$ cat config.mk
export PLATFORM = sky130hd
export DESIGN_NAME = pmc_power_mode_controller
export DESIGN_NICKNAME = d
export VERILOG_FILES = /design/src/hw/pmc_pkg.sv /design/src/hw/pmc_sync.sv /design/src/hw/pmc_power_mode_controller.sv
export VERILOG_INCLUDE_DIRS = /design/src /design/src/hw
export SDC_FILE = /design/constraint.sdc
export NUM_CORES = 1
export LEC_CHECK = 0
export BUFFER_PORTS_ARGS = -buffer_cell sky130_fd_sc_hd__clkbuf_2
export CAP_MARGIN = 20
export CORE_UTILIZATION = 30
export CTS_BUF_LIST = sky130_fd_sc_hd__clkbuf_2 sky130_fd_sc_hd__clkbuf_4 sky130_fd_sc_hd__clkbuf_8
export CTS_CLUSTER_SIZE = 12
export DETAILED_ROUTE_END_ITERATION = 10
export GPL_ROUTABILITY_DRIVEN = 0
export PLACE_DENSITY = 0.55
export SYNTH_ARGS = -nofsm -noshare
export SYNTH_HDL_FRONTEND = slang
export SYNTH_HIERARCHICAL = 1
export SYNTH_SLANG_ARGS = --single-unit
export TNS_END_PERCENT = 100
$ cat constraint.sdc
create_clock -name clk -period 1.8 [get_ports clk]
set_input_delay 0.27 -clock clk [delete_from_list [all_inputs] [get_ports clk]]
set_output_delay 0.27 -clock clk [all_outputs]
set_load 0.02 [all_outputs]
$ cat src/hw/pmc_map.svh
`ifndef PMC_MAP_SVH
`define PMC_MAP_SVH
`define PMC_CLK_MHZ 200
`define PMC_ADC_DUTY_PCT 1
`define PMC_ADC_PERIOD 100
`define PMC_ADC_ON_CYCLES (`PMC_ADC_PERIOD * `PMC_ADC_DUTY_PCT / 100)
`define PMC_SENSOR_PERIOD 1000
`define PMC_MHZ_HIGH 240
`define PMC_MHZ_MID 160
`define PMC_MHZ_NORMAL 80
`define PMC_LOAD_HIGH 8'hc0
`define PMC_LOAD_MID 8'h60
`endif

$ cat src/hw/pmc_pkg.sv
package pmc_pkg;
    typedef enum logic [4:0] {
        PMC_ACTIVE = 5'h01,
        PMC_MODEM  = 5'h02,
        PMC_LIGHT  = 5'h04,
        PMC_DEEP   = 5'h08,
        PMC_HIBER  = 5'h10
    } pmc_mode_type;
    typedef enum logic [1:0] {
        PMC_CPU_80  = 2'h0,
        PMC_CPU_160 = 2'h1,
        PMC_CPU_240 = 2'h2
    } pmc_cpu_clk_type;
    typedef struct packed {
        logic radio_on;
        logic baseband_on;
        logic cpu_on;
        logic cpu_clk_en;
        logic rtc_mem_on;
        logic rtc_recovery_mem_on;
        logic rtc_periph_on;
        logic sleep_coprocessor_on;
        logic fast_osc_on;
        logic slow_timer_on;
        logic rtc_gpio_wake_on;
        logic two_wire_on;
        logic retain_link_state;
    } pmc_domains_type;
    typedef struct packed {
        logic mac;
        logic host;
        logic rtc_timer;
        logic ext_irq;
        logic rtc_gpio;
    } pmc_wake_type;
endpackage

$ cat src/hw/pmc_sync.sv
`timescale 1ns/1ps
`default_nettype none
// Two-stage synchroniser per bit.
module pmc_sync #(
    parameter int WIDTH = 1
) (
    // Clock and reset
    input wire logic clk,
    input wire logic reset_n,
    // Data
    input wire logic [WIDTH-1:0] async_in,
    output logic [WIDTH-1:0] sync_out
);
    logic [WIDTH-1:0] stage1;
    always_ff @(posedge clk or negedge reset_n) begin
        if (!reset_n) begin
            stage1 <= '0;
            sync_out <= '0;
        end else begin
            stage1 <= async_in;
            sync_out <= stage1;
        end
    end
endmodule // pmc_sync
`default_nettype wire

$ cat src/hw/pmc_power_mode_controller.sv
`timescale 1ns/1ps
`default_nettype none
`include "pmc_map.svh"
module pmc_power_mode_controller #(
    parameter bit MAX_240 = 1'b1,
    parameter int SENSOR_PERIOD = `PMC_SENSOR_PERIOD
) (
    // Clock and reset
    input wire logic clk,
    input wire logic reset_n,
    // Mode requests from software, same clock
    input wire logic req_valid,
    input wire pmc_pkg::pmc_mode_type req_mode,
    input wire logic wireless_en,
    input wire logic sensor_monitor_en,
    input wire logic clk_auto,
    input wire pmc_pkg::pmc_cpu_clk_type clk_sel,
    input wire logic [7:0] cpu_load,
    input wire logic periph_fast,
    // Wake sources and power pin, asynchronous
    input wire pmc_pkg::pmc_wake_type wake_raw,
    input wire logic power_enable_pin,
    // Status and domain controls
    output pmc_pkg::pmc_mode_type mode,
    output pmc_pkg::pmc_cpu_clk_type cpu_clk,
    output pmc_pkg::pmc_domains_type domains,
    output logic adc_en,
    output logic sensor_tick,
    output logic chip_powered
);
    // ****************************************
    // Input synchronisers
    // ****************************************
    pmc_pkg::pmc_wake_type wake;
    logic pin_on;
    pmc_sync #(.WIDTH(6)) u_sync (
        .clk(clk),
        .reset_n(reset_n),
        .async_in({wake_raw, power_enable_pin}),
        .sync_out({wake, pin_on})
    );

    // ****************************************
    // Mode state machine
    // ****************************************
    pmc_pkg::pmc_mode_type next_mode;
    logic light_wake, hiber_wake, deep_wake, req_ok;
    always_comb begin
        light_wake = |{wake.mac, wake.host, wake.rtc_timer, wake.ext_irq};
        hiber_wake = wake.rtc_timer | wake.rtc_gpio;
        deep_wake = wake.rtc_timer | wake.ext_irq | wake.rtc_gpio;
        req_ok = req_valid && (req_mode inside {pmc_pkg::PMC_ACTIVE, pmc_pkg::PMC_MODEM,
            pmc_pkg::PMC_LIGHT, pmc_pkg::PMC_DEEP, pmc_pkg::PMC_HIBER});
        next_mode = mode;
        unique case (mode)
            pmc_pkg::PMC_ACTIVE, pmc_pkg::PMC_MODEM: begin
                if (req_ok) begin
                    next_mode = req_mode;
                end
                if (wireless_en && req_ok && !(req_mode inside {pmc_pkg::PMC_ACTIVE, pmc_pkg::PMC_MODEM})) begin
                    next_mode = mode;
                end
            end
            pmc_pkg::PMC_LIGHT: begin
                if (light_wake) begin
                    next_mode = pmc_pkg::PMC_ACTIVE;
                end
            end
            pmc_pkg::PMC_DEEP: begin
                if (deep_wake) begin
                    next_mode = pmc_pkg::PMC_ACTIVE;
                end
            end
            pmc_pkg::PMC_HIBER: begin
                if (hiber_wake) begin
                    next_mode = pmc_pkg::PMC_ACTIVE;
                end
            end
            default: next_mode = pmc_pkg::PMC_ACTIVE;
        endcase
    end
    always_ff @(posedge clk or negedge reset_n) begin
        if (!reset_n) begin
            mode <= pmc_pkg::PMC_ACTIVE;
        end else if (!pin_on) begin
            mode <= pmc_pkg::PMC_ACTIVE;
        end else begin
            mode <= next_mode;
        end
    end

    // ****************************************
    // CPU clock selection
    // ****************************************
    pmc_pkg::pmc_cpu_clk_type next_cpu_clk, want_clk;
    always_comb begin
        want_clk = clk_sel;
        if (clk_auto && mode == pmc_pkg::PMC_MODEM) begin
            if (cpu_load >= `PMC_LOAD_HIGH) begin
                want_clk = pmc_pkg::PMC_CPU_240;
            end else if (cpu_load >= `PMC_LOAD_MID || periph_fast) begin
                want_clk = pmc_pkg::PMC_CPU_160;
            end else begin
                want_clk = pmc_pkg::PMC_CPU_80;
            end
        end
        next_cpu_clk = want_clk;
        if (want_clk == pmc_pkg::PMC_CPU_240 && !MAX_240) begin
            next_cpu_clk = pmc_pkg::PMC_CPU_160;
        end else if (!(want_clk inside {pmc_pkg::PMC_CPU_80, pmc_pkg::PMC_CPU_160, pmc_pkg::PMC_CPU_240})) begin
            next_cpu_clk = pmc_pkg::PMC_CPU_80;
        end
    end
    always_ff @(posedge clk or negedge reset_n) begin
        if (!reset_n) begin
            cpu_clk <= pmc_pkg::PMC_CPU_80;
        end else begin
            cpu_clk <= next_cpu_clk;
        end
    end

    // ****************************************
    // Domain gating
    // ****************************************
    pmc_pkg::pmc_domains_type next_domains;
    always_comb begin
        next_domains = '0;
        next_domains.slow_timer_on = 1'b1;
        next_domains.rtc_gpio_wake_on = 1'b1;
        unique case (next_mode)
            pmc_pkg::PMC_ACTIVE: begin
                next_domains = '1;
            end
            pmc_pkg::PMC_MODEM: begin
                next_domains = '1;
                next_domains.radio_on = 1'b0;
                next_domains.baseband_on = 1'b0;
                next_domains.retain_link_state = 1'b0;
            end
            pmc_pkg::PMC_LIGHT: begin
                next_domains = '1;
                next_domains.radio_on = 1'b0;
                next_domains.baseband_on = 1'b0;
                next_domains.cpu_clk_en = 1'b0;
                next_domains.retain_link_state = 1'b0;
            end
            pmc_pkg::PMC_DEEP: begin
                next_domains.rtc_mem_on = 1'b1;
                next_domains.rtc_recovery_mem_on = 1'b1;
                next_domains.rtc_periph_on = 1'b1;
                next_domains.sleep_coprocessor_on = 1'b1;
                next_domains.two_wire_on = 1'b1;
                next_domains.retain_link_state = 1'b1;
            end
            pmc_pkg::PMC_HIBER: begin
                next_domains.fast_osc_on = 1'b0;
            end
            default: next_domains = '1;
        endcase
        if (!pin_on) begin
            next_domains = '0;
        end
    end
    always_ff @(posedge clk or negedge reset_n) begin
        if (!reset_n) begin
            domains <= '1;
            chip_powered <= 1'b0;
        end else begin
            domains <= next_domains;
            chip_powered <= pin_on;
        end
    end

    // ****************************************
    // Sensor-monitored deep-sleep
    // ****************************************
    logic [31:0] period_cnt, next_period_cnt;
    logic [7:0] duty_cnt, next_duty_cnt;
    logic next_adc_en, next_sensor_tick, monitoring;
    always_comb begin
        monitoring = mode == pmc_pkg::PMC_DEEP && sensor_monitor_en && domains.sleep_coprocessor_on;
        next_period_cnt = '0;
        next_duty_cnt = '0;
        next_sensor_tick = 1'b0;
        if (monitoring) begin
            next_period_cnt = (period_cnt == 32'(SENSOR_PERIOD - 1)) ? '0 : period_cnt + 32'h1;
            next_sensor_tick = (period_cnt == 32'(SENSOR_PERIOD - 1));
            next_duty_cnt = (duty_cnt == 8'(`PMC_ADC_PERIOD - 1)) ? '0 : duty_cnt + 8'h1;
        end
        next_adc_en = monitoring && (next_duty_cnt < 8'(`PMC_ADC_ON_CYCLES));
    end
    always_ff @(posedge clk or negedge reset_n) begin
        if (!reset_n) begin
            period_cnt <= '0;
            duty_cnt <= '0;
            adc_en <= 1'b0;
            sensor_tick <= 1'b0;
        end else begin
            period_cnt <= next_period_cnt;
            duty_cnt <= next_duty_cnt;
            adc_en <= next_adc_en;
            sensor_tick <= next_sensor_tick;
        end
    end

    // ****************************************
    // Assertions
    // ****************************************
    active_radio_on_a: assert property (@(posedge clk) disable iff (!reset_n)
        (mode == pmc_pkg::PMC_ACTIVE && chip_powered) |-> domains.radio_on) else $error("radio off in active");
    modem_radio_off_a: assert property (@(posedge clk) disable iff (!reset_n)
        (mode == pmc_pkg::PMC_MODEM) |-> (!domains.radio_on && !domains.baseband_on && domains.cpu_on))
        else $error("modem-sleep domains wrong");
    light_cpu_paused_a: assert property (@(posedge clk) disable iff (!reset_n)
        (mode == pmc_pkg::PMC_LIGHT && chip_powered) |-> (!domains.cpu_clk_en && domains.sleep_coprocessor_on))
        else $error("light-sleep domains wrong");
    light_wake_exit_a: assert property (@(posedge clk) disable iff (!reset_n)
        (mode == pmc_pkg::PMC_LIGHT && light_wake) |=> mode == pmc_pkg::PMC_ACTIVE) else $error("light wake lost");
    deep_only_rtc_a: assert property (@(posedge clk) disable iff (!reset_n)
        (mode == pmc_pkg::PMC_DEEP && chip_powered) |-> (!domains.cpu_on && domains.rtc_mem_on && domains.two_wire_on))
        else $error("deep-sleep domains wrong");
    hiber_osc_off_a: assert property (@(posedge clk) disable iff (!reset_n)
        (mode == pmc_pkg::PMC_HIBER) |-> (!domains.fast_osc_on && !domains.rtc_recovery_mem_on
        && !domains.sleep_coprocessor_on)) else $error("hibernation domains wrong");
    hiber_stay_a: assert property (@(posedge clk) disable iff (!reset_n)
        (mode == pmc_pkg::PMC_HIBER && !hiber_wake && pin_on) |=> mode == pmc_pkg::PMC_HIBER)
        else $error("hibernation left without wake");
    wireless_alt_a: assert property (@(posedge clk) disable iff (!reset_n)
        (wireless_en && mode inside {pmc_pkg::PMC_ACTIVE, pmc_pkg::PMC_MODEM} && pin_on)
        |=> mode inside {pmc_pkg::PMC_ACTIVE, pmc_pkg::PMC_MODEM}) else $error("wireless mode left");
    clk_cap_a: assert property (@(posedge clk) disable iff (!reset_n)
        !MAX_240 |-> cpu_clk != pmc_pkg::PMC_CPU_240) else $error("240 MHz on limited part");
    adc_duty_a: assert property (@(posedge clk) disable iff (!reset_n)
        $rose(adc_en) |=> !adc_en) else $error("adc duty too long");
    power_off_a: assert property (@(posedge clk) disable iff (!reset_n)
        (!pin_on && $past(reset_n)) |=> (domains == '0 && !chip_powered)) else $error("power pin ignored");
    enter_deep_c: cover property (@(posedge clk) disable iff (!reset_n) mode == pmc_pkg::PMC_DEEP);
    hiber_wake_c: cover property (@(posedge clk) disable iff (!reset_n)
        mode == pmc_pkg::PMC_HIBER ##1 mode == pmc_pkg::PMC_ACTIVE);
    light_wake_c: cover property (@(posedge clk) disable iff (!reset_n)
        mode == pmc_pkg::PMC_LIGHT ##1 mode == pmc_pkg::PMC_ACTIVE);
    sensor_tick_c: cover property (@(posedge clk) disable iff (!reset_n) sensor_tick);
endmodule // pmc_power_mode_controller
`default_nettype wire

==> impl_metrics.tcl, run 1 <==
set metrics [dict create \
    grt_pass1_vias 2545 \
    relSlewSlack_pct 68.3 \
    netlist_area_um2 3310 \
    fillCellCount 1042 \
    fp-row-count 38 \
    synth_mux_area_share_pct 0 \
    cpPeakStageDelay_ns 0.46 \
    peakVddDrop_uv 381 \
    core_um2 10800 \
    grt_pass1_wl_um 12100 \
    crit_buf_inv 1 \
    path_clk_slew_ns 0.08 \
    grt.total_usage_pct 13.4 \
    clockBufferDepth 2 \
    crit_path_end_kind "flip-flop" \
    antenna_found_initial 0 \
    regArea_um2 1770 \
    status "complete, no violations" \
    synth_top_family_by_area "simple AND/OR/NAND/NOR gates" \
    min_delay_worst_endpoint "u_sync/stage1[1]$_DFF_PN0_" \
    reg2regPathDepth 6 \
    synth_cell_types 45 \
    crit_chain "nor4_1, nand3_2, nor2_4, buf_4, o21ai_0, a31o_2" \
    worst_clock_skew_ns 0.0142 \
    drc 0 \
    holdCritStartpoint "wake_raw[0]" \
    final_antenna_net_count 0 \
    io_pins 51 \
    finalSetupViolations 0 \
    tightest_slew_ns 0.475 \
    nets 434 \
    cts_made_buffers 9 \
    critPathLaunchType "flip-flop" \
    fmax_ghz 0.563 \
    drive_above_1_share_pct 35.2 \
    start_util_pct 30.7 \
    stdcell_count 549 \
    vias 2728 \
    holdPathStages 1 \
    synth-seq-cells 70 \
    fin_hold_ws_ns 0.0194 \
    syn2layout_area_growth_pct 32.5 \
    synthCells 324 \
    wl_per_cell_um 13.7 \
    portBuffers 45 \
    r2r_end "period_cnt[9]$_DFF_PN0_" \
    cts_sinks 70 \
    grt_overflow 0 \
    synth.avg_cell_area_um2 10.2 \
    clk_latency_ns 0.35 \
    hold_class "primary input to flip-flop" \
    die_y_um 107 \
    rsz0062_at_grt "true" \
    worstSetupPathType "flip-flop to flip-flop" \
    yosysSeqAreaShare_pct 53.2 \
    antennaDiodeCount 0 \
    detail_route.first_pass.iterations 4 \
    reg2reg_slack_ns 0.02 \
    maxCapViolCount 0 \
    drt_iter0_drc 169 \
    dp.final_hpwl_um 5040 \
    multi_input_area_um2 1650 \
    critical_path_required_ns 2.04 \
    synth_nets 354 \
    crit_family "simple AND/OR/NAND/NOR gates" \
    h-tree-depth 3 \
    fp.dieArea_um2 11500 \
    powerDensity_nw_per_um2 754 \
    synth_compound_area_share_pct 7.78 \
    synth-simple-area-share_pct 27.0 \
    crit_slowest_cell "nor4_1" \
    dp_cells 525 \
    arrival_ns 2.01 \
    min_period_ns 1.78 \
    r2r-start "period_cnt[28]$_DFF_PN0_" \
    root_buffer "clkbuf_8" \
    cts_tree "done" \
    p_leak_nw 1.90 \
    yosys.area_share.adder_pct 0.755 \
    hold_violations 0 \
    synth_xor_area_share_pct 8.46 \
    min_period_over_period_pct 98.7 \
    crit_fanout 4 \
    grt_max_degree 71 \
    die_w_um 107 \
    viasPerCell 4.97 \
    yosys_warnings 6 \
    routed_wl_um 7540 \
    drv_slew 0 \
]
==> worst max path at each step <==
stage / start / endpoint / cells past startpoint
detailed placement: mode[1]$_DFF_PN0_ / period_cnt[31]$_DFF_PN0_ / 6
finish: period_cnt[28]$_DFF_PN0_ / period_cnt[9]$_DFF_PN0_ / 6
global placement: period_cnt[18]$_DFF_PN0_ / period_cnt[27]$_DFF_PN0_ / 5
floorplan: period_cnt[22]$_DFF_PN0_ / period_cnt[20]$_DFF_PN0_ / 8
global route: period_cnt[28]$_DFF_PN0_ / period_cnt[9]$_DFF_PN0_ / 6
CTS: period_cnt[18]$_DFF_PN0_ / period_cnt[31]$_DFF_PN0_ / 6
==> cells in the mapped netlist, drive strengths merged <==
cell	number	area, µm²
a31oi	1	6.26
nor2	43	166
a21oi	7	35.0
nand3b	4	30.0
o22ai	2	12.5
a31o	2	17.5
and2	4	25.0
o211ai	3	22.5
or4	2	18.8
and3b	2	17.5
inv	4	15.0
o221a	1	11.3
o21ai	10	50.1
dfstp	9	236
o21a	1	7.51
o211a	2	20.0
nand3	17	85.1
buf	10	62.6
dfrtp	61	1530
a21boi	2	15.0
and3	13	81.3
or3	4	26.3
clkbuf	4	15.0
nor4	17	106
xnor2	22	193
nand2	19	71.3
ha	2	25.0
nor2b	5	31.3
xor2	10	87.6
nand4bb	1	11.3
nor3b	3	22.5
nand4	16	113
o41ai	1	8.76
nor3	9	45.0
a211oi	2	15.0
and4	5	45.0
a211o	2	17.5
o41a	1	11.3
a22oi	1	7.51
==> final cells by class <==
class	instances	share of cell area [%]
Clock buffer	9	2.82
Clock inverter	7	2.37
Inverter	4	0.342
Multi-Input combinational cell	236	37.5
Sequential cell	70	40.2
Tap cell	140	3.99
Timing Repair Buffer	83	12.7
==> stage by stage <==
stage	instance area [µm²]	utilization [%]	worst slack, ns	power, mW	setup TNS [ns]
3_3_place_gp	3890	36.0	0.0443	1.89	0
5_1_grt	4390	40.7	-0.0517	3.45	-0.713
3_5_place_dp	3890	36.0	-0.0141	1.90	-0.0141
2_1_floorplan	3320	-	0.00275	1.78	0
6_report	4390	40.7	0.0233	3.31	0
4_1_cts	4150	38.4	0.00609	3.35	0
==> cell families after synthesis <==
kind of cell	count (synthesis)
and+or+nand+nor	164
DFF	70
AOI/OAI and AO/OA	38
xor gates and xnor gates	32
buffers and inverters	18
adders and majority gates	2
==> cell usage in the layout, fill, tap and decap left out, types with 3 or more instances in the layout <==
master,instances
nor4_1,6
a21oi_1,5
nand3b_1,4
inv_6,3
nand4_1,14
dfstp_2,9
nor2_1,40
nor4_4,4
nor2b_1,5
dfrtp_2,3
dfrtp_1,58
and3_1,13
nor4_2,7
o21ai_0,10
nand2_1,18
o211ai_1,3
nor3_1,8
xnor2_1,22
nand3_1,13
buf_4,33
nand3_2,4
clkbuf_8,9
inv_1,4
clkbuf_2,44
xor2_1,10
or3_1,3
and2_1,4
nor3b_1,3
==> layer usage <==
metal  global-route usage, %  vias to the layer above  wire (µm)
met2                    21.2                       66       3550
li1                        -                     1324          -
met4                    7.14                        0        150
met5                       0                        -          0
met3                    2.37                       11        283
met1                    17.5                     1327       3560
==> flip-flops by register name, indices dropped and copies added, names as in the netlist <==
register         flops
duty_cnt             8
chip_powered         1
cpu_clk              2
domains              8
period_cnt          32
u_sync/stage1        6
adc_en               1
mode                 5
sensor_tick          1
u_sync/sync_out      6
==> power by group <==
| group | switching [mW] | leakage [nW] | total [mW] | internal, mW |
|---|---|---|---|---|
| clock network | 0.639 | 0.115 | 1.44 | 0.799 |
| logic | 0.137 | 0.875 | 0.226 | 0.0898 |
| registers | 0.0282 | 0.910 | 1.65 | 1.62 |
| total | 0.804 | 1.90 | 3.31 | 2.51 |
==> what timing repair did <==
item,4_1_cts,5_1_grt
setup buffers,0,6
gates resized for setup,4,32
gates cloned,0,1
hold buffers,1,0
endpoints found under the hold margin,61,0
pin swaps,0,6
endpoints found under the setup margin,26,38
Note: power is estimated with default switching activity, not from simulation.
==> run 2, diff against run 1 <==
- CORE_UTILIZATION: 30 -> 50
- PLACE_DENSITY: 0.55 -> 0.8
==> run 2 against run 1 <==
Compared with the run above:
- non-clock buffer count is 3 lower
- combinational power hardly changed
- largest power group unchanged
- hold slack better by 0.0087 ns
- largest cell class unchanged
==> impl_metrics.tcl, run 2 (synthesized netlist as in run 1, its figures left out) <==
set metrics [dict create \
    min_period_ns 1.76 \
    crit_family "simple AND/OR/NAND/NOR gates" \
    clockBufferDepth 2 \
    cts_sinks 70 \
    vias 2691 \
    crit_fanout 5 \
    largest-register "period_cnt" \
    r2r-start "period_cnt[15]$_DFF_PN0_" \
    critPathLaunchType "flip-flop" \
    cts_made_buffers 9 \
    grt_pass1_vias 2571 \
    antennaDiodeCount 0 \
    arrival_ns 2.03 \
    syn2layout_area_growth_pct 26.3 \
    worst_clock_skew_ns 0.00907 \
    hold_class "primary input to flip-flop" \
    grt.total_usage_pct 21.2 \
    path_clk_slew_ns 0.07 \
    rsz0062_at_grt "true" \
    wl_per_cell_um 14.6 \
    startpoint "period_cnt[15]$_DFF_PN0_" \
    final_antenna_net_count 0 \
    powerDensity_nw_per_um2 773 \
    tightest_slew_ns 0.375 \
    final_cell_mix "dfrtp_1 (58), clkbuf_2 (44), nor2_1 (41)" \
    grt_pass1_wl_um 11800 \
    use_met3_pct 4.27 \
    die_y_um 83.4 \
    portBuffers 45 \
    min_period_over_period_pct 97.8 \
    crit_buf_inv 0 \
    fp.dieArea_um2 6960 \
    layout_commonest_cell "dfrtp_1" \
    grt_overflow 0 \
    clk_latency_ns 0.34 \
    drive_above_1_share_pct 33.7 \
    hold_violations 0 \
    cts_tree "done" \
    antenna_found_initial 0 \
    h-tree-depth 3 \
    drc 0 \
    die_w_um 83.4 \
    worstSetupPathType "flip-flop to flip-flop" \
    routed_wl_um 7060 \
    post-place-ws_ns -0.0447 \
    maxCapViolCount 0 \
    use_met2_pct 34.5 \
    top_usage_layer "met2" \
    cpPeakStageDelay_ns 0.56 \
    core_um2 6390 \
    crit_path_end_kind "flip-flop" \
    relSlewSlack_pct 75.0 \
    crit_slowest_cell "or4_4" \
    fillCellCount 472 \
    fp-row-count 29 \
    root_buffer "clkbuf_8" \
    io_pins 51 \
    holdCritStartpoint "wake_raw[0]" \
    largest_reg_flops 32 \
    crit_chain "nand4_1, or4_4, or3_2, a21oi_1" \
    drt_iter0_drc 147 \
    drv_slew 0 \
    detail_route.first_pass.iterations 4 \
    top_regs "period_cnt x32, domains x8, duty_cnt x8" \
    dp.final_hpwl_um 4640 \
    finalSetupViolations 0 \
    fmax_ghz 0.568 \
    status "complete, no violations" \
    grt_max_degree 71 \
    peakVddDrop_uv 454 \
    critical_path_required_ns 2.07 \
    met1_usage_pct 27.5 \
    power.total_mw 3.24 \
    viasPerCell 5.57 \
    p_leak_nw 1.81 \
    start_util_pct 51.9 \
    layout_setup_ws_ns 0.0395 \
    nets 431 \
]
[run 2: changes by cell type in the layout (fill, tap and decap cells not counted), moves of 2 or more]
| cell | previous run | this run |
|---|---|---|
| clkinv_4 | 2 | 0 |
| nor4_1 | 6 | 8 |
| inv_6 | 3 | 0 |
| nor4_4 | 4 | 0 |
| nor4_2 | 7 | 9 |
| clkbuf_8 | 9 | 13 |
[run 2: timing repair]
item / 4_1_cts / 5_1_grt
setup endpoints to repair: 4 / 36
cloned: 0 / 0
gates resized for setup: 2 / 22
pin swaps: 0 / 6
buffers inserted: 2 / 7
endpoints found under the hold margin: 61 / 0
hold buffers: 1 / 0
[run 2: layer usage]
| metal | vias to the layer above | share of wire (%) |
|---|---|---|
| met5 | - | 0 |
| met4 | 0 | 1.4 |
| met3 | 8 | 4.0 |
| met2 | 58 | 50 |
| met1 | 1305 | 44 |
| li1 | 1320 | - |
[run 2: power by group]
part           leakage (nW)  switching, mW  internal, mW  total [mW]
Sequential            0.910         0.0260          1.62        1.64
Combinational         0.786          0.136        0.0892       0.226
Clock                 0.112          0.559         0.808        1.37
[run 2: worst register-to-register path, stage by stage, from the launching register on]
cell,delay (ns)
dfrtp_1,0.44
nand4_1,0.12
or4_4,0.56
or3_2,0.42
a21oi_1,0.15
[run 2: final timing paths]
path,depth (start not counted),endpoint,slack [ns]
max,4,period_cnt[24]$_DFF_PN0_,0.04
min,1,u_sync/stage1[1]$_DFF_PN0_,0.03
max reg2reg,4,period_cnt[24]$_DFF_PN0_,0.04
min reg2reg,0,u_sync/sync_out[3]$_DFF_PN0_,0.34
max in group asynchronous,3,mode[0]$_DFF_PN1_,0.99
min in group asynchronous,3,u_sync/sync_out[0]$_DFF_PN0_,0.47
[run 2: final cells by class]
| type | instances | area (µm²) | area share (%) |
|---|---|---|---|
| sequential | 70 | 1770 | 42.2 |
| tap | 77 | 96.3 | 2.30 |
| clock buffer | 14 | 186 | 4.45 |
| inverter | 4 | 15.0 | 0.359 |
| clock inverter | 2 | 37.5 | 0.897 |
| timing repair buffer | 80 | 515 | 12.3 |
| multi-input combinational | 236 | 1570 | 37.5 |
[run 2: metrics by stage]
step | util (%) | area [µm²] | setup TNS, ns | std cells | hold slack, ns
4_1_cts | 63.1 | 4030 | 0 | 476 | 0.0165
6_report | 65.6 | 4190 | 0 | 483 | 0.0281
5_1_grt | 65.6 | 4190 | -0.0792 | 483 | 0.0157
3_5_place_dp | 59.1 | 3770 | -0.0449 | 457 | 0.320
2_1_floorplan | - | 3320 | 0 | 324 | -0.0256
3_3_place_gp | 59.1 | 3770 | 0 | 457 | 0.320
